### src/hsl_pkg.sv
// constants, register map and types for the haptic smart-loop control block
//
// How it works
// - LRA tracker locks on the first zero cross and follows every half cycle
// - tracked resonance period is readable over the serial port while synchronized
// - invalid back-EMF makes the LRA fall back to open-loop drive at default frequency
// - a returning zero cross during fallback hands control back to the tracker
// - default fallback half period is drive time minus zero-cross detect time
// - auto fallback enable moves to fixed open loop only on sync failure, no resync
// - two-bit limit sets how many unsynchronized half cycles are tolerated first
// - fixed open-loop period is the seven-bit field times 98.49 us
// - open-loop drive applies no feedback overdrive and no feedback braking
// - startup boost raises loop gain during the first half cycles
// - three-bit brake ratio scales braking gain against driving gain
// - brake stabilizer lowers loop gain as braking nears completion
// - full-scale input gives rated level; feedback never exceeds the clamp
// - calibration stores an eight-bit resistive-loss compensation factor
// - calibration stores an eight-bit back-EMF normalization factor
// - two-bit calibration time selects the calibration duration
// - two-bit loop gain sets how fast feedback pulls back-EMF to the input
// - tracker needs no calibration and ignores calibration results
// - LRA back-EMF sampled once per period, twice when double sampling is set; no sample strobe for ERM
// - fallback period field lives in the register at 0x20
`default_nettype none
package hsl_pkg;
  // register offsets
  localparam logic [7:0] REG_STATUS       = 8'h00;
  localparam logic [7:0] REG_RUN_CTRL     = 8'h01;
  localparam logic [7:0] REG_RATED_LEVEL  = 8'h16;
  localparam logic [7:0] REG_CLAMP_LEVEL  = 8'h17;
  localparam logic [7:0] REG_COMP_FACTOR  = 8'h18;
  localparam logic [7:0] REG_BEMF_NORM    = 8'h19;
  localparam logic [7:0] REG_FB_CTRL      = 8'h1a;
  localparam logic [7:0] REG_DRIVE_TIMING = 8'h1b;
  localparam logic [7:0] REG_LOOP_EXTRA   = 8'h1c;
  localparam logic [7:0] REG_LOOP_OPTS    = 8'h1f;
  localparam logic [7:0] REG_FB_PERIOD    = 8'h20;
  localparam logic [7:0] REG_RES_PERIOD   = 8'h22;
  // reset values
  localparam logic [7:0] RST_RATED        = 8'h3f;
  localparam logic [7:0] RST_CLAMP        = 8'hff;
  localparam logic [7:0] RST_COMP         = 8'h00;
  localparam logic [7:0] RST_FB_CTRL      = 8'h24;
  localparam logic [7:0] RST_DRIVE_TIMING = 8'h13;
  localparam logic [7:0] RST_LOOP_EXTRA   = 8'h14;
  localparam logic [7:0] RST_LOOP_OPTS    = 8'h40;
  localparam logic [7:0] RST_FB_PERIOD    = 8'h33;
  // field positions
  localparam int FB_TYPE_BIT   = 7;
  localparam int FB_RATIO_LSB  = 4;
  localparam int FB_GAIN_LSB   = 2;
  localparam int DT_BOOST_BIT  = 7;
  localparam int LX_STAB_BIT   = 6;
  localparam int LX_CALT_LSB   = 4;
  localparam int LX_ZCDT_LSB   = 2;
  localparam int LX_DBL_BIT    = 0;
  localparam int LO_LIMIT_LSB  = 6;
  localparam int LO_AUTO_BIT   = 5;
  // timing: one tick is half of the 98.49 us open-loop period unit
  localparam int unsigned CLK_PERIOD_PS  = 4000;
  localparam int unsigned HALF_TICK_PS   = 49245000;
  localparam int unsigned HALF_TICK_CYC  = HALF_TICK_PS / CLK_PERIOD_PS;
  localparam logic [7:0]  BOOST_HALVES   = 8'h04;
  localparam logic [7:0]  STAB_LEVEL     = 8'h10;
  localparam logic [7:0]  CAL_TICKS_0    = 8'h14;
  localparam logic [7:0]  CAL_TICKS_1    = 8'h28;
  localparam logic [7:0]  CAL_TICKS_2    = 8'h50;
  localparam logic [7:0]  CAL_TICKS_3    = 8'ha0;

  typedef enum logic [3:0] {
    ST_IDLE     = 4'b0001,
    ST_CLOSED   = 4'b0010,
    ST_FALLBACK = 4'b0100,
    ST_AUTO_OL  = 4'b1000
  } hsl_mode_e;

  typedef enum logic [8:0] {
    I2_IDLE  = 9'b000000001,
    I2_ADDR  = 9'b000000010,
    I2_ACK_A = 9'b000000100,
    I2_PTR   = 9'b000001000,
    I2_ACK_P = 9'b000010000,
    I2_WDATA = 9'b000100000,
    I2_ACK_W = 9'b001000000,
    I2_RDATA = 9'b010000000,
    I2_ACK_R = 9'b100000000
  } hsl_i2c_e;
endpackage
`default_nettype wire

### src/hsl_loop_ctrl.sv
// smart-loop actuator control: resonance tracking, open-loop fallback, feedback gain, level calibration
`default_nettype none
module hsl_loop_ctrl #(
  parameter int unsigned HALF_TICK_CYCLES = hsl_pkg::HALF_TICK_CYC,
  parameter logic [6:0]  SLAVE_ADDR       = 7'h48  // arbitrary bus address
) (
  input  wire logic       sys_clk_in,
  input  wire logic       rst_n_in,
  input  wire logic       scl_in,
  input  wire logic       sda_in,
  output logic            sda_out,
  output logic            sda_oe_out,
  input  wire logic       bemf_zc_in,
  input  wire logic [7:0] bemf_level_in,
  input  wire logic [7:0] input_level_in,
  output logic [7:0]      drive_level_out,
  output logic            drive_polarity_out,
  output logic            sample_strobe_out,
  output logic            open_loop_out,
  output logic            braking_out
);
  import hsl_pkg::*;

  // signed saturation to the 8-bit drive range
  function automatic logic [7:0] sat8(input logic signed [12:0] v);
    if (v < 13'sd0) begin
      sat8 = 8'h00;
    end else if (v > 13'sd255) begin
      sat8 = 8'hff;
    end else begin
      sat8 = v[7:0];
    end
  endfunction

  function automatic logic signed [12:0] sx(input logic [7:0] v);
    sx = $signed({5'b00000, v});
  endfunction

  // zero-cross detect time in half ticks
  function automatic logic [4:0] zc_ticks(input logic [1:0] sel);
    zc_ticks = {3'b000, sel} + 5'h01;
  endfunction

  function automatic logic [7:0] cal_ticks(input logic [1:0] sel);
    case (sel)
      2'h0:    cal_ticks = CAL_TICKS_0;
      2'h1:    cal_ticks = CAL_TICKS_1;
      2'h2:    cal_ticks = CAL_TICKS_2;
      default: cal_ticks = CAL_TICKS_3;
    endcase
  endfunction

  logic        wr_stb;
  logic [7:0]  wr_addr;
  logic [7:0]  wr_data;
  logic [7:0]  rd_addr;
  logic [7:0]  rd_data;

  logic [1:0]  run_ctrl_r;
  logic [7:0]  rated_r;
  logic [7:0]  clamp_r;
  logic [7:0]  comp_r;
  logic [7:0]  bemf_norm_r;
  logic [7:0]  fb_ctrl_r;
  logic [7:0]  drive_timing_r;
  logic [7:0]  loop_extra_r;
  logic [7:0]  loop_opts_r;
  logic [6:0]  fb_period_r;
  logic [7:0]  res_period_r;
  logic        cal_busy_r;
  logic [7:0]  cal_cnt_r;

  logic [15:0] div_cnt_r;
  logic        tick;
  logic [1:0]  zc_sync_r;
  logic        zc_prev_r;
  logic        zc_event;

  hsl_mode_e   mode_r;
  logic [7:0]  half_cnt_r;
  logic [1:0]  unsync_cnt_r;
  logic        synced_r;
  logic        pol_r;
  logic        sample_tgl_r;
  logic [7:0]  halves_r;
  logic        commutate;

  logic        is_lra;
  logic        active;
  logic [7:0]  default_half;
  logic [7:0]  target;
  logic [15:0] target_prod;
  logic [7:0]  bemf_adj;
  logic signed [12:0] err;
  logic [1:0]  shift;
  logic        braking;
  logic [11:0] brake_mag;
  logic [7:0]  level;

  hsl_i2c_slave #(
    .SLAVE_ADDR (SLAVE_ADDR)
  ) u_port (
    .sys_clk_in  (sys_clk_in),
    .rst_n_in    (rst_n_in),
    .scl_in      (scl_in),
    .sda_in      (sda_in),
    .sda_out     (sda_out),
    .sda_oe_out  (sda_oe_out),
    .wr_stb_out  (wr_stb),
    .wr_addr_out (wr_addr),
    .wr_data_out (wr_data),
    .rd_addr_out (rd_addr),
    .rd_data_in  (rd_data)
  );

  assign is_lra = fb_ctrl_r[FB_TYPE_BIT];
  assign active = run_ctrl_r[0] | cal_busy_r;

  ////////////////////////////////////////////////////////////////////////////
  // host-written registers
  always_ff @(posedge sys_clk_in or negedge rst_n_in) begin
    if (!rst_n_in) begin
      run_ctrl_r     <= 2'b00;
      rated_r        <= RST_RATED;
      clamp_r        <= RST_CLAMP;
      fb_ctrl_r      <= RST_FB_CTRL;
      drive_timing_r <= RST_DRIVE_TIMING;
      loop_extra_r   <= RST_LOOP_EXTRA;
      loop_opts_r    <= RST_LOOP_OPTS;
      fb_period_r    <= RST_FB_PERIOD[6:0];
    end else if (wr_stb) begin
      case (wr_addr)
        REG_RUN_CTRL:     run_ctrl_r     <= wr_data[1:0];
        REG_RATED_LEVEL:  rated_r        <= wr_data;
        REG_CLAMP_LEVEL:  clamp_r        <= wr_data;
        REG_FB_CTRL:      fb_ctrl_r      <= wr_data;
        REG_DRIVE_TIMING: drive_timing_r <= wr_data;
        REG_LOOP_EXTRA:   loop_extra_r   <= wr_data;
        REG_LOOP_OPTS:    loop_opts_r    <= wr_data;
        REG_FB_PERIOD:    fb_period_r    <= wr_data[6:0];
        default: ;
      endcase
    end else begin
      run_ctrl_r[1] <= 1'b0;  // calibrate request is a one-shot
    end
  end

  always_comb begin
    case (rd_addr)
      REG_STATUS:       rd_data = {4'h0, cal_busy_r, mode_r == ST_AUTO_OL, mode_r != ST_CLOSED, synced_r};
      REG_RUN_CTRL:     rd_data = {6'h00, run_ctrl_r};
      REG_RATED_LEVEL:  rd_data = rated_r;
      REG_CLAMP_LEVEL:  rd_data = clamp_r;
      REG_COMP_FACTOR:  rd_data = comp_r;
      REG_BEMF_NORM:    rd_data = bemf_norm_r;
      REG_FB_CTRL:      rd_data = fb_ctrl_r;
      REG_DRIVE_TIMING: rd_data = drive_timing_r;
      REG_LOOP_EXTRA:   rd_data = loop_extra_r;
      REG_LOOP_OPTS:    rd_data = loop_opts_r;
      REG_FB_PERIOD:    rd_data = {1'b0, fb_period_r};
      REG_RES_PERIOD:   rd_data = res_period_r;
      default:          rd_data = 8'h00;
    endcase
  end

  ////////////////////////////////////////////////////////////////////////////
  // half-tick enable and zero-cross edge
  always_ff @(posedge sys_clk_in or negedge rst_n_in) begin
    if (!rst_n_in) begin
      div_cnt_r <= 16'h0000;
    end else if (div_cnt_r == 16'(HALF_TICK_CYCLES - 1)) begin
      div_cnt_r <= 16'h0000;
    end else begin
      div_cnt_r <= div_cnt_r + 16'h0001;
    end
  end

  assign tick = (div_cnt_r == 16'(HALF_TICK_CYCLES - 1));

  always_ff @(posedge sys_clk_in or negedge rst_n_in) begin
    if (!rst_n_in) begin
      zc_sync_r <= 2'b00;
      zc_prev_r <= 1'b0;
    end else begin
      zc_sync_r <= {zc_sync_r[0], bemf_zc_in};
      zc_prev_r <= zc_sync_r[1];
    end
  end

  // comparator output toggles at each back-EMF zero crossing
  assign zc_event = zc_sync_r[1] ^ zc_prev_r;

  ////////////////////////////////////////////////////////////////////////////
  // resonance tracker and open-loop fallback; calibration factors never enter here
  always_comb begin
    if (drive_timing_r[4:0] > zc_ticks(loop_extra_r[LX_ZCDT_LSB +: 2])) begin
      default_half = {3'b000, drive_timing_r[4:0] - zc_ticks(loop_extra_r[LX_ZCDT_LSB +: 2])};
    end else begin
      default_half = 8'h01;
    end
  end

  always_comb begin
    commutate = 1'b0;
    if (active && is_lra && mode_r != ST_IDLE) begin
      case (mode_r)
        ST_CLOSED:   commutate = zc_event || (tick && half_cnt_r >= {default_half[6:0], 1'b0});
        ST_FALLBACK: commutate = zc_event || (tick && half_cnt_r >= default_half);
        ST_AUTO_OL:  commutate = tick && half_cnt_r >= {1'b0, fb_period_r};
        default:     commutate = 1'b0;
      endcase
    end
  end

  always_ff @(posedge sys_clk_in or negedge rst_n_in) begin
    if (!rst_n_in) begin
      mode_r       <= ST_IDLE;
      half_cnt_r   <= 8'h00;
      unsync_cnt_r <= 2'b00;
      synced_r     <= 1'b0;
      res_period_r <= 8'h00;
    end else if (!active) begin
      mode_r       <= ST_IDLE;
      half_cnt_r   <= 8'h00;
      unsync_cnt_r <= 2'b00;
      synced_r     <= 1'b0;
    end else begin
      if (commutate) begin
        // a tick on the commutation edge still belongs to the new half cycle
        half_cnt_r <= {7'h00, tick};
      end else if (tick && half_cnt_r != 8'hff) begin
        half_cnt_r <= half_cnt_r + 8'h01;
      end
      case (mode_r)
        ST_IDLE: mode_r <= ST_CLOSED;
        ST_CLOSED, ST_FALLBACK: begin
          if (is_lra && zc_event) begin
            // half a drive cycle in half ticks equals the full period in 98.49 us units
            res_period_r <= (half_cnt_r == 8'h00) ? 8'h01 : half_cnt_r;
            synced_r     <= 1'b1;
            unsync_cnt_r <= 2'b00;
            mode_r       <= ST_CLOSED;
          end else if (commutate) begin
            synced_r <= 1'b0;
            if (loop_opts_r[LO_AUTO_BIT] &&
                unsync_cnt_r >= loop_opts_r[LO_LIMIT_LSB +: 2]) begin
              mode_r <= ST_AUTO_OL;
            end else begin
              mode_r <= ST_FALLBACK;
              if (unsync_cnt_r != 2'b11) begin
                unsync_cnt_r <= unsync_cnt_r + 2'b01;
              end
            end
          end
        end
        ST_AUTO_OL: synced_r <= 1'b0;  // stays until drive stops, never resyncs
        default: mode_r <= ST_IDLE;
      endcase
    end
  end

  ////////////////////////////////////////////////////////////////////////////
  // drive polarity, boost window and back-EMF sampling
  always_ff @(posedge sys_clk_in or negedge rst_n_in) begin
    if (!rst_n_in) begin
      pol_r        <= 1'b0;
      sample_tgl_r <= 1'b0;
      halves_r     <= 8'h00;
    end else if (!active) begin
      pol_r        <= 1'b0;
      sample_tgl_r <= 1'b0;
      halves_r     <= 8'h00;
    end else if (commutate) begin
      pol_r        <= ~pol_r;
      sample_tgl_r <= ~sample_tgl_r;
      if (halves_r != 8'hff) begin
        halves_r <= halves_r + 8'h01;
      end
    end else if (!is_lra && tick && halves_r != 8'hff) begin
      halves_r <= halves_r + 8'h01;  // ERM startup window counts in ticks
    end
  end

  always_ff @(posedge sys_clk_in or negedge rst_n_in) begin
    if (!rst_n_in) begin
      sample_strobe_out <= 1'b0;
    end else begin
      sample_strobe_out <= commutate && (loop_extra_r[LX_DBL_BIT] || sample_tgl_r);
    end
  end

  ////////////////////////////////////////////////////////////////////////////
  // feedback level path
  assign target_prod = (cal_busy_r ? 8'hff : input_level_in) * rated_r;
  assign target      = target_prod[15:8];

  always_comb begin
    // normalization moves the measured back-EMF at rated drive onto the rated level
    bemf_adj  = sat8(sx(bemf_level_in) + sx(rated_r) - sx(bemf_norm_r));
    err       = sx(target) - sx(bemf_adj);
    braking   = (mode_r == ST_CLOSED) && (target == 8'h00) && (bemf_adj != 8'h00);
    shift     = 2'd3 - fb_ctrl_r[FB_GAIN_LSB +: 2];
    if (drive_timing_r[DT_BOOST_BIT] && halves_r < BOOST_HALVES && shift != 2'd0) begin
      shift = shift - 2'd1;
    end
    if (braking && loop_extra_r[LX_STAB_BIT] && bemf_adj < STAB_LEVEL && shift != 2'd3) begin
      shift = shift + 2'd1;
    end
    brake_mag = 12'(bemf_adj) * {9'h000, fb_ctrl_r[FB_RATIO_LSB +: 3]} + 12'(bemf_adj);
    if (!active || mode_r == ST_IDLE) begin
      level = 8'h00;
    end else if (mode_r != ST_CLOSED) begin
      level = sat8(sx(target) + sx(comp_r));
    end else if (braking) begin
      level = sat8($signed({1'b0, brake_mag >> shift}));
    end else begin
      level = sat8(sx(target) + (err >>> shift) + sx(comp_r));
    end
    if (level > clamp_r) begin
      level = clamp_r;
    end
  end

  always_ff @(posedge sys_clk_in or negedge rst_n_in) begin
    if (!rst_n_in) begin
      drive_level_out    <= 8'h00;
      drive_polarity_out <= 1'b0;
      open_loop_out      <= 1'b0;
      braking_out        <= 1'b0;
    end else begin
      drive_level_out    <= level;
      drive_polarity_out <= is_lra ? (pol_r ^ braking) : braking;
      open_loop_out      <= active && (mode_r == ST_FALLBACK || mode_r == ST_AUTO_OL);
      braking_out        <= braking && active;
    end
  end

  ////////////////////////////////////////////////////////////////////////////
  // level calibration: drive rated level, then capture both factors at the end only
  always_ff @(posedge sys_clk_in or negedge rst_n_in) begin
    if (!rst_n_in) begin
      cal_busy_r  <= 1'b0;
      cal_cnt_r   <= 8'h00;
      comp_r      <= RST_COMP;
      bemf_norm_r <= RST_RATED;
    end else if (!cal_busy_r) begin
      if (run_ctrl_r[1]) begin
        cal_busy_r <= 1'b1;
        cal_cnt_r  <= 8'h00;
      end
    end else if (tick) begin
      if (cal_cnt_r >= cal_ticks(loop_extra_r[LX_CALT_LSB +: 2])) begin
        cal_busy_r  <= 1'b0;
        bemf_norm_r <= (bemf_level_in == 8'h00) ? 8'h01 : bemf_level_in;
        comp_r      <= (level > rated_r) ? level - rated_r : 8'h00;
      end else begin
        cal_cnt_r <= cal_cnt_r + 8'h01;
      end
    end
  end
endmodule
`default_nettype wire

### src/hsl_i2c_slave.sv
// serial two-wire register port: pointer write, data write and read with auto-increment
`default_nettype none
module hsl_i2c_slave #(
  parameter logic [6:0] SLAVE_ADDR = 7'h48  // arbitrary bus address
) (
  input  wire logic       sys_clk_in,
  input  wire logic       rst_n_in,
  input  wire logic       scl_in,
  input  wire logic       sda_in,
  output logic            sda_out,
  output logic            sda_oe_out,
  output logic            wr_stb_out,
  output logic [7:0]      wr_addr_out,
  output logic [7:0]      wr_data_out,
  output logic [7:0]      rd_addr_out,
  input  wire logic [7:0] rd_data_in
);
  import hsl_pkg::*;

  logic [2:0] scl_sync_r;
  logic [2:0] sda_sync_r;
  hsl_i2c_e   state_r;
  logic [3:0] bit_cnt_r;
  logic [7:0] shift_r;
  logic [7:0] ptr_r;
  logic       read_r;
  logic       nack_r;
  logic       start_det;
  logic       stop_det;
  logic       scl_rise;
  logic       scl_fall;

  ////////////////////////////////////////////////////////////////////////////
  // two flops before anything looks at the pins; bit 2 is the edge history
  always_ff @(posedge sys_clk_in or negedge rst_n_in) begin
    if (!rst_n_in) begin
      scl_sync_r <= 3'h7;
      sda_sync_r <= 3'h7;
    end else begin
      scl_sync_r <= {scl_sync_r[1:0], scl_in};
      sda_sync_r <= {sda_sync_r[1:0], sda_in};
    end
  end

  assign start_det = scl_sync_r[1] & sda_sync_r[2] & ~sda_sync_r[1];
  assign stop_det  = scl_sync_r[1] & ~sda_sync_r[2] & sda_sync_r[1];
  assign scl_rise  = scl_sync_r[1] & ~scl_sync_r[2];
  assign scl_fall  = ~scl_sync_r[1] & scl_sync_r[2];

  ////////////////////////////////////////////////////////////////////////////
  always_ff @(posedge sys_clk_in or negedge rst_n_in) begin
    if (!rst_n_in) begin
      state_r     <= I2_IDLE;
      bit_cnt_r   <= 4'h0;
      shift_r     <= 8'h00;
      ptr_r       <= 8'h00;
      read_r      <= 1'b0;
      nack_r      <= 1'b0;
      wr_stb_out  <= 1'b0;
      wr_addr_out <= 8'h00;
      wr_data_out <= 8'h00;
    end else begin
      wr_stb_out <= 1'b0;
      if (start_det) begin
        state_r   <= I2_ADDR;
        bit_cnt_r <= 4'h0;
      end else if (stop_det) begin
        state_r <= I2_IDLE;
      end else if (scl_rise) begin
        case (state_r)
          I2_ADDR, I2_PTR, I2_WDATA: begin
            shift_r   <= {shift_r[6:0], sda_sync_r[1]};
            bit_cnt_r <= bit_cnt_r + 4'h1;
          end
          I2_RDATA: bit_cnt_r <= bit_cnt_r + 4'h1;
          I2_ACK_R: nack_r <= sda_sync_r[1];
          default: ;
        endcase
      end else if (scl_fall) begin
        case (state_r)
          I2_ADDR: if (bit_cnt_r == 4'h8) begin
            bit_cnt_r <= 4'h0;
            read_r    <= shift_r[0];
            state_r   <= (shift_r[7:1] == SLAVE_ADDR) ? I2_ACK_A : I2_IDLE;
          end
          I2_PTR: if (bit_cnt_r == 4'h8) begin
            bit_cnt_r <= 4'h0;
            ptr_r     <= shift_r;
            state_r   <= I2_ACK_P;
          end
          I2_WDATA: if (bit_cnt_r == 4'h8) begin
            bit_cnt_r   <= 4'h0;
            wr_stb_out  <= 1'b1;
            wr_addr_out <= ptr_r;
            wr_data_out <= shift_r;
            ptr_r       <= ptr_r + 8'h01;
            state_r     <= I2_ACK_W;
          end
          I2_ACK_A: begin
            if (read_r) begin
              shift_r <= rd_data_in;
              state_r <= I2_RDATA;
            end else begin
              state_r <= I2_PTR;
            end
          end
          I2_ACK_P, I2_ACK_W: state_r <= I2_WDATA;
          I2_RDATA: begin
            if (bit_cnt_r == 4'h8) begin
              bit_cnt_r <= 4'h0;
              ptr_r     <= ptr_r + 8'h01;
              state_r   <= I2_ACK_R;
            end else begin
              shift_r <= {shift_r[6:0], 1'b0};
            end
          end
          I2_ACK_R: begin
            if (nack_r) begin
              state_r <= I2_IDLE;
            end else begin
              shift_r <= rd_data_in;
              state_r <= I2_RDATA;
            end
          end
          default: state_r <= I2_IDLE;
        endcase
      end
    end
  end

  ////////////////////////////////////////////////////////////////////////////
  // open drain: only ever pull low, from a flop so the line never glitches
  always_ff @(posedge sys_clk_in or negedge rst_n_in) begin
    if (!rst_n_in) begin
      sda_oe_out <= 1'b0;
    end else begin
      sda_oe_out <= (state_r == I2_ACK_A) || (state_r == I2_ACK_P) || (state_r == I2_ACK_W) ||
                    ((state_r == I2_RDATA) && !shift_r[7]);
    end
  end

  assign sda_out     = 1'b0;
  assign rd_addr_out = ptr_r;
endmodule
`default_nettype wire

### config.mk
export PLATFORM = sky130hd
export DESIGN_NAME = hsl_loop_ctrl
export DESIGN_NICKNAME = d
export VERILOG_FILES = /design/src/hsl_pkg.sv /design/src/hsl_loop_ctrl.sv /design/src/hsl_i2c_slave.sv
export SDC_FILE = /design/constraint.sdc
export NUM_CORES = 1
export LEC_CHECK = 0
export BUFFER_PORTS_ARGS = -buffer_cell sky130_fd_sc_hd__buf_2
export CAP_MARGIN = 20
export CORE_MARGIN = 2
export CORE_UTILIZATION = 55
export DETAILED_ROUTE_END_ITERATION = 7
export PLACE_DENSITY = 0.79
export SYNTH_ARGS = -nofsm -noshare
export SYNTH_HDL_FRONTEND = slang
export SYNTH_SLANG_ARGS = --single-unit
### constraint.sdc
create_clock -name sys_clk_in -period 13.8 [get_ports sys_clk_in]
set_input_delay 3.45 -clock sys_clk_in [delete_from_list [all_inputs] [get_ports sys_clk_in]]
set_output_delay 3.45 -clock sys_clk_in [all_outputs]
set_load 0.01 [all_outputs]
==> Word level (Yosys, flattened, before mapping) <==
Index checks and enable logic that the tools add are counted.
Widths: inputs -> output; s select.
{ "word_totals": {"regBits": 201, "inputBits": 21, "wordCells": 340} }
{ "classes": {"n_addsub": 20, "n_mul": 2, "n_lt_le_gt_ge": 17, "eq_ne": 70, "n_shift": 2, "mux": 97, "bitwise": 18, "reduce_logical": 73} }
{ "ops": {"columns": ["op", "n"], "rows": [
  ["$mux 8", 38],
  ["$eq 8x5->1 const B", 14],
  ["$pmux 8 s12", 1],
  ["$mux 9", 8],
  ["$pmux 9 s7", 1],
  ["$pmux 8 s3", 2],
  ["$mux 4", 11],
  ["$add 8x1->8 const B", 4],
  ["$logic_not 8->1", 4],
  ["$eq 8x6->1 const B", 3],
  ["$ge 8x8->1", 3],
  ["$reduce_and 2->1", 11],
  ["$logic_and 1x1->1", 21],
  ["$ne 3x2->1 const B", 7],
  ["$mux 1", 20],
  ["$ne 4x1->1 const B", 5],
  ["$add 8x8->9", 2],
  ["$mux 2", 9],
  ["$reduce_and 6->1", 3],
  ["$add 16x1->16 const B", 1],
  ["$eq 16x14->1 const B", 1],
  ["$eq 8x1->1 const B", 2],
  ["$gt 8x8->1", 2],
  ["$mul 8x8->16", 1],
  ["other kinds (75)", 125]
]} }

==> Longest topological paths before layout <==
Gate-level depths: netlist of run 1.
{ "logic_depth": {"ltp_word": 24, "ltp_mapped": 64, "mapped_depth_nobuf": 59} }

==> Hierarchy <==
Synthesis of run 1 repeated with hierarchy kept, for this count alone.
{ "hier_totals": {"cells_unflattened": 1785, "area_unflattened_um2": 16762.3} }
{ "modules_own_cells": {"columns": ["module", "instances", "cells_each", "area_each_um2", "seq_area_each_um2"], "rows": [
  ["hsl_loop_ctrl", 1, 1512, 13848.3, 3694.8],
  ["hsl_i2c_slave", 1, 273, 2914.0, 1385.1]
]} }

==> Worst setup path after synthesis of run 1 <==
No wires, ideal clock.
{ "synth_path": {"kind": "input port to flip-flop", "from": "input port input_level_in[1]", "to": "register comp_r[2]", "setup_ps": 129, "arrival_ps": 14912, "required_time_ps": 13671, "setup_slack_ps": -1241, "stages": 56, "n_path_buf": 4, "path_cell_list": "nor2_1 > nor2_1 > fa_1 > fa_1 > fa_1 > inv_1 > fa_1 > inv_1 > ha_1 > a211oi_1 > o21ai_0 > o21ai_0 > xnor2_1 > or4_4 > nor4_4 > and2_1 > buf_6 > mux2_2 > [20 not listed] > a21o_1 > a21o_1 > a21oi_1 > o21ai_0 > nand2_1 > clkbuf_1 > mux2_4 > ha_1 > nor2b_1 > o21ai_0 > nand2b_1 > a21o_1 > a21o_1 > a21o_1 > a21oi_1 > nor3_1 > inv_1 > o21ai_0"} }
{ "synth_via": {"elab_chain_cells": 22} }
{ "synth_rtl": {"columns": ["element", "line_no", "rtl"], "rows": [
  ["from (decl)", "hsl_loop_ctrl.sv:15", "input wire logic [7:0] input_level_in,"],
  ["$mux 8 (*)", "hsl_loop_ctrl.sv:294", "assign target_prod = (cal_busy_r ? 8'hff : input_level_in) * rated_r;"],
  ["$mul 8x8->16 (*)", "hsl_loop_ctrl.sv:294", null],
  ["$logic_not 8->1", "hsl_loop_ctrl.sv:301", "braking = (mode_r == ST_CLOSED) && (target == 8'h00) && (bemf_adj != 8'h00);"],
  ["$logic_and 1x1->1 (2 in a row)", "hsl_loop_ctrl.sv:301", null],
  ["$logic_and 1x1->1 (3 in a row)", "hsl_loop_ctrl.sv:306", "if (braking && loop_extra_r[LX_STAB_BIT] && bemf_adj < STAB_LEVEL && shift != 2'd3) begin"],
  ["$mux 2", "hsl_loop_ctrl.sv:306", null],
  ["$sshr 9x2->13", "hsl_loop_ctrl.sv:317", "level = sat8(sx(target) + (err >>> shift) + sx(comp_r));"],
  ["$add 9x13->13", "hsl_loop_ctrl.sv:317", null],
  ["[4 not listed]", null, null],
  ["$mux 8", "hsl_loop_ctrl.sv:314", "end else if (braking) begin"],
  ["$mux 8 (*)", "hsl_loop_ctrl.sv:312", "end else if (mode_r != ST_CLOSED) begin"],
  ["$mux 8 (*)", "hsl_loop_ctrl.sv:310", "if (!active || mode_r == ST_IDLE) begin"],
  ["$gt 8x8->1", "hsl_loop_ctrl.sv:319", "if (level > clamp_r) begin"],
  ["$mux 8 (*)", "hsl_loop_ctrl.sv:319", null],
  ["net level[2]", "hsl_loop_ctrl.sv:98", "logic [7:0] level;"],
  ["$sub 8x8->8 / $gt 8x8->1 (equally long branches)", "hsl_loop_ctrl.sv:355", "comp_r <= (level > rated_r) ? level - rated_r : 8'h00;"],
  ["$mux 8 (*)", "hsl_loop_ctrl.sv:355", null],
  ["to (signal assigned)", "hsl_loop_ctrl.sv:355", null],
  ["to (decl)", "hsl_loop_ctrl.sv:62", "logic [7:0] comp_r;"]
]} }
Mark *: on every way through the listed nets, which the timed path passes. The rest lies on a longest branch.
A chain may end at the register's enable or synchronous reset.

==> Final worst setup path of run 1 <==
{ "layout_path": {"from": "input port input_level_in[2]", "to": "register comp_r[7]"} }
The elaborated chain is that of the path after synthesis.

==> results.sh, run 1 <==
export IMPL_regMostFlops="div_cnt_r"
export IMPL_fin_nets=2285
export IMPL_coreArea_mm2=0.0303
export IMPL_dp_cells=2380
export IMPL_syn_avg_cell_area_um2=8.95
export IMPL_p_seq_frac=0.470
export IMPL_die_h_um=179
export IMPL_hold_class="register to register"
export IMPL_ys_flop_type="dfrtp_1"
export IMPL_crit_type="input port to register"
export IMPL_mostFrequentLayoutCells="nand2_1 (197), nor2_1 (172), buf_4 (163), dfrtp_1 (161), inv_1 (145)"
export IMPL_slew_violations=0
export IMPL_layout_worst_path_cycle_share=1.03
export IMPL_clockPowerShare=0.460
export IMPL_fin_crit_ns=14.23
export IMPL_nFillCells=2412
export IMPL_n_antenna_cell=0
export IMPL_worstPathMaxFanout=8
export IMPL_synth_cells=1884
export IMPL_grt_pass1_vias=14700
export IMPL_drtIter0Drc=1268
export IMPL_synth_warnings=0
export IMPL_htree_levels=1
export IMPL_reg_top3="div_cnt_r: 16 flops, u_port.state_r: 9 flops"
export IMPL_fin_ws_ns=-0.428
export IMPL_wl_mm=49.0
export IMPL_final_antenna_net_count=0
export IMPL_synth_edf_count=0
export IMPL_report_final_hold_viol_count=0
export IMPL_pin_count=35
export IMPL_synth_nets=2118
export IMPL_utilization=0.654
export IMPL_vias_per_cell=6.12
export IMPL_rsz0062_at_grt="yes"
export IMPL_max_freq_ghz=0.0703
export IMPL_final_cells=2463
export IMPL_peakVddDrop_mv=0.0879
export IMPL_start_util=0.556
export IMPL_cp_slowest_cell="fa_1"
export IMPL_synth_cell_types=98
export IMPL_relSlewSlack=0.245
export IMPL_finalWeightedCongestion=0.984
export IMPL_grt_usage=0.303
export IMPL_crit_required_ns=14.17
export IMPL_power_frac_comb=0.070
export IMPL_ys_seq_elements=201
export IMPL_postCtsHoldBufs=0
export IMPL_antenna_found_initial=1
export IMPL_tightest_slew_ns=1.12
export IMPL_cellPowerDensity_mw_per_mm2=65.0
export IMPL_path_buf_inv=11
export IMPL_cts_sinks=201
export IMPL_drv_cap=0
export IMPL_crit_arrival_ns=14.60
export IMPL_p_leak_nw=9.42
export IMPL_fin_setup_tns_ns=-3.20
export IMPL_async_flop_share=1.00
export IMPL_crit_family="adder cells"
export IMPL_std_cell_rows=64
export IMPL_setup_violations=8
export IMPL_outcome="complete, but fails checks"
export IMPL_rrSetupSlack_ns=1.59
export IMPL_routed_via_count=15100
export IMPL_worst_setup_path_end_kind="register"
export IMPL_clock_path_buffers=3
export IMPL_drt_wirelength_per_cell_um=19.9
export IMPL_grt_pass1_wl_mm=76.5
export IMPL_firstDrtPassIters=7
export IMPL_grt_overflow=0
export IMPL_sw_frac_of_total=0.228
export IMPL_p_switching_uw=294
export IMPL_clock_skew_ns=0.0108
export IMPL_die_area_mm2=0.0321
export IMPL_largest_reg_flops=16
export IMPL_worstSetupStartpointType="input port"
export IMPL_netlist_area_mm2=0.0169
export IMPL_insertion_delay_ns=0.51
export IMPL_numCtsBuffers=22
export IMPL_drive_above_1_share=0.225
export IMPL_hpwl_mm=36.5
export IMPL_layout_commonest_cell="nand2_1"
export IMPL_cts_root_buf="clkbuf_16"
export IMPL_syn_to_final_growth_pct=17.8
export IMPL_path_clk_slew_ns=0.06
export IMPL_cell_internal_pwr_uw=996
export IMPL_ys_seq_area_frac=0.301
export IMPL_die_w_um=179
export IMPL_io_buffers=33
export IMPL_drc=0
export IMPL_grt_max_degree=76
export IMPL_slowest_delay_ns=0.59
export IMPL_violations="negative setup slack"
export IMPL_cts_tree="yes"
## metrics by stage
| step | worst slack, ns | instance area, um^2 | hold WS [ns] | total power [mW] |
|---|---|---|---|---|
| 2_1_floorplan | -0.231 | 17100 | 0.331 | 0.659 |
| 3_3_place_gp | -0.467 | 18400 | 0.347 | 0.694 |
| 3_5_place_dp | -0.858 | 18400 | 0.348 | 0.696 |
| 4_1_cts | -0.0801 | 19500 | 0.356 | 1.29 |
| 5_1_grt | -0.865 | 19900 | 0.360 | 1.33 |
| 6_report | -0.428 | 19900 | 0.355 | 1.29 |
## cell type report
type                    count  area (um^2)  area share
flip-flops and latches    201         5080       0.256
repair buffers            202         1490      0.0749
well taps                 396          495      0.0250
clock buffers              38          702      0.0354
inverters                 156          586      0.0295
multi-input cells        1468        11500       0.578
clock inverters             2         35.0     0.00176
## routing by layer
metal	global-route usage	part of all wire	vias up
met3	0.0409	0.068	135
met5	0	0	-
li1	-	-	6966
met1	0.399	0.42	7368
met4	0.109	0.035	0
met2	0.512	0.48	607
## worst reg2reg max path, delay by kind of cell, from the launching register on
kind,cells,cell delay [ns]
DFF,1,0.82
AOI/OAI and AO/OA,23,3.35
buffers and inverters,11,1.46
xor gates and xnor gates,1,0.20
muxes,2,0.70
and+or+nand+nor,10,1.78
adders and majority gates,9,3.76
## worst paths after layout
check / to / startpoint / depth (start not counted)
setup / recovery: comp_r[7] / input_level_in[2] / 57
hold / removal: u_port.sda_sync_r[1] / u_port.sda_sync_r[0] / 0
setup reg to reg: comp_r[7] / cal_busy_r / 56
hold reg to reg: u_port.sda_sync_r[1] / u_port.sda_sync_r[0] / 0
max in group asynchronous: drive_timing_r[5] / rst_n_in / 3
min in group asynchronous: div_cnt_r[0] / rst_n_in / 1
## power by group through the flow
stage	Clock, mW	Combinational (mW)	Sequential (mW)
floorplan	0	0.0461	0.613
global placement	0	0.0781	0.616
detailed placement	0	0.0804	0.616
CTS	0.600	0.0852	0.606
global route	0.627	0.100	0.607
finish	0.593	0.0904	0.606
## Yosys cell counts, drive strengths merged, types with 11 or more instances
cell type / number / area share
nand3: 47 / 0.014
ha: 144 / 0.11
mux2: 64 / 0.043
dfrtp: 161 / 0.24
nor2: 186 / 0.041
nor2b: 20 / 0.0074
dfstp: 40 / 0.062
o211ai: 13 / 0.0061
a21oi: 103 / 0.032
nor3: 34 / 0.010
o31ai: 13 / 0.0058
and3: 11 / 0.0041
a222oi: 15 / 0.0089
or3: 15 / 0.0056
o21ai: 127 / 0.038
or2: 12 / 0.0045
nand2b: 25 / 0.0093
fa: 69 / 0.082
xnor2: 50 / 0.027
o21a: 24 / 0.011
nand4: 20 / 0.0074
xor2: 28 / 0.015
nand2: 198 / 0.044
inv: 151 / 0.034
a21o: 32 / 0.014
a211oi: 14 / 0.0076
and2: 24 / 0.0089
a22oi: 12 / 0.0053
mux2i: 33 / 0.020
buf: 12 / 0.0045
clkbuf: 47 / 0.010
## timing repair
action | CTS | global route
pin swaps | 37 | 41
resized for setup | 42 | 46
hold endpoints to repair | 0 | 0
buffers inserted | 24 | 17
setup endpoints to repair | 8 | 8
## logic make-up (layout without fill, tap and decap cells)
group                    count (synthesis)  in the layout  share of synthesized area
AO/OA/AOI/OAI                          441            441                      0.173
XOR/XNOR                                78             78                     0.0419
adder cells (fa/ha/maj)                213            213                      0.189
buffers and inverters                  215            398                     0.0496
flip-flops                             201            201                      0.301
multiplexers                            98             98                     0.0639
other                                    1              1                   0.000222
AND/OR/NAND/NOR                        637            637                      0.181
Power figures use the tool's default switching activity.
==> run 2, diff against run 1 <==
Settings changed: BUFFER_PORTS_ARGS -buffer_cell sky130_fd_sc_hd__buf_2 to -buffer_cell sky130_fd_sc_hd__buf_4, PLACE_DENSITY 0.79 to not set, PLACE_DENSITY_LB_ADDON set to 0.3.
==> results.sh, run 2 (synthesis results as in run 1) <==
export IMPL_wl_mm=48.5
export IMPL_r2r_start="cal_busy_r"
export IMPL_crit_arrival_ns=14.38
export IMPL_pin_count=35
export IMPL_finalWeightedCongestion=0.978
export IMPL_setup_violations=8
export IMPL_drtIter0Drc=1333
export IMPL_fin_ws_ns=-0.116
export IMPL_clock_path_buffers=3
export IMPL_grt_max_degree=77
export IMPL_firstDrtPassIters=8
export IMPL_io_buffers=33
export IMPL_hold_path_depth=0
export IMPL_final_antenna_net_count=0
export IMPL_slew_violations=0
export IMPL_path_buf_inv=6
export IMPL_coreArea_mm2=0.0303
export IMPL_htree_levels=1
export IMPL_cp_slowest_cell="or4_4"
export IMPL_max_freq_ghz=0.0719
export IMPL_insertion_delay_ns=0.56
export IMPL_reg2regPathDepth=56
export IMPL_grt_overflow=0
export IMPL_fin_crit_ns=13.92
export IMPL_fin_nets=2296
export IMPL_start_util=0.556
export IMPL_met2_usage=0.505
export IMPL_relSlewSlack=0.337
export IMPL_postCtsHoldBufs=0
export IMPL_layout_worst_path_cycle_share=1.01
export IMPL_slowest_delay_ns=0.58
export IMPL_numCtsBuffers=24
export IMPL_n_antenna_cell=0
export IMPL_regMostFlops="div_cnt_r"
export IMPL_p_leak_nw=9.53
export IMPL_crit_family="adder cells"
export IMPL_largest_reg_flops=16
export IMPL_peakVddDrop_mv=0.0898
export IMPL_grt_usage=0.305
export IMPL_use_met3=0.0488
export IMPL_tightest_slew_ns=0.988
export IMPL_vias_per_cell=6.05
export IMPL_reg_top3="div_cnt_r: 16 flops, u_port.state_r: 9 flops"
export IMPL_std_cell_rows=64
export IMPL_layout_commonest_cell="buf_4"
export IMPL_hpwl_mm=35.9
export IMPL_path_clk_slew_ns=0.06
export IMPL_drc=8
export IMPL_syn_to_final_growth_pct=19.4
export IMPL_crit_required_ns=14.26
export IMPL_worstSetupStartpointType="input port"
export IMPL_mostFrequentLayoutCells="buf_4 (198), nand2_1 (197), nor2_1 (169), dfrtp_1 (161), inv_1 (144)"
export IMPL_cellPowerDensity_mw_per_mm2=66.7
export IMPL_grt_pass1_wl_mm=76.9
export IMPL_worstPathMaxFanout=8
export IMPL_drt_wirelength_per_cell_um=19.6
export IMPL_cts_sinks=201
export IMPL_cts_tree="yes"
export IMPL_rrSetupSlack_ns=1.80
export IMPL_die_area_mm2=0.0321
export IMPL_cts_root_buf="clkbuf_16"
export IMPL_die_h_um=179
export IMPL_routed_via_count=15000
export IMPL_die_w_um=179
export IMPL_crit_type="input port to register"
export IMPL_grt_pass1_vias=14600
export IMPL_final_area_mm2=0.0201
export IMPL_hold_end="u_port.scl_sync_r[1]"
export IMPL_r2r_end="comp_r[4]"
export IMPL_power_mw=1.34
export IMPL_drv_cap=0
export IMPL_min_from="u_port.scl_sync_r[0]"
export IMPL_violations="design-rule violations, negative setup slack"
export IMPL_antenna_found_initial=1
export IMPL_drive_above_1_share=0.235
export IMPL_clock_skew_ns=0.0285
export IMPL_report_final_hold_viol_count=0
export IMPL_outcome="complete, but fails checks"
export IMPL_hold_class="register to register"
export IMPL_met1_usage=0.401
export IMPL_worst_setup_path_end_kind="register"
export IMPL_grt_busiest_layer="met2"
export IMPL_rsz0062_at_grt="yes"
export IMPL_place_area_mm2=0.0185
## run 2: timing repair
action | in CTS | in global routing
setup buffers | 25 | 17
resized for setup | 49 | 57
pin swaps | 68 | 50
endpoints found under the setup margin | 8 | 8
## run 2: worst max path at each step
stage / from / cells past startpoint / endpoint / slack (ns)
after floorplan: input_level_in[1] / 57 / comp_r[3] / -0.23
after global placement: input_level_in[3] / 57 / comp_r[3] / -0.43
after detailed placement: input_level_in[3] / 54 / comp_r[7] / -0.72
after global routing: input_level_in[3] / 58 / comp_r[4] / -0.54
after CTS: input_level_in[2] / 55 / comp_r[7] / -0.07
final: input_level_in[3] / 56 / comp_r[4] / -0.12
## run 2: worst reg2reg max path: cells and delay by family (launching register included)
kind / cells / cell delay, ns
fa+ha+maj: 11 / 4.17
compound gates: 21 / 2.81
simple gates: 15 / 2.60
buf+inv: 6 / 0.93
flops: 1 / 0.74
mux: 3 / 0.65
## run 2: through the flow
| step | cells | util | TNS [ns] | worst slack (ns) | hold WS (ns) |
|---|---|---|---|---|---|
| floorplan | 1884 | - | -1.72 | -0.231 | 0.331 |
| global placement | 2387 | 0.611 | -3.24 | -0.427 | 0.338 |
| detailed placement | 2387 | 0.611 | -5.41 | -0.721 | 0.338 |
| CTS | 2456 | 0.649 | -0.335 | -0.0708 | 0.355 |
| global route | 2476 | 0.664 | -4.21 | -0.539 | 0.365 |
| finish | 2476 | 0.664 | -0.817 | -0.116 | 0.355 |
## run 2: where the power goes
group	switching [mW]	internal (mW)
registers	0.00906	0.598
logic	0.0527	0.0367
clock network	0.267	0.380
total	0.329	1.01
## run 2: cell type report
class	count	area (um^2)
Clock inverter	9	135
Multi-Input combinational cell	1468	11500
Inverter	156	586
Tap cell	396	495
Sequential cell	201	5080
Timing Repair Buffer	211	1630
Clock buffer	35	672
Fill cell	2394	10200
## run 2: layer usage
metal | vias up | wire length [um]
met5 | - | 0
met4 | 0 | 2290
met3 | 155 | 3320
met2 | 607 | 22900
met1 | 7229 | 20000
li1 | 6993 | -
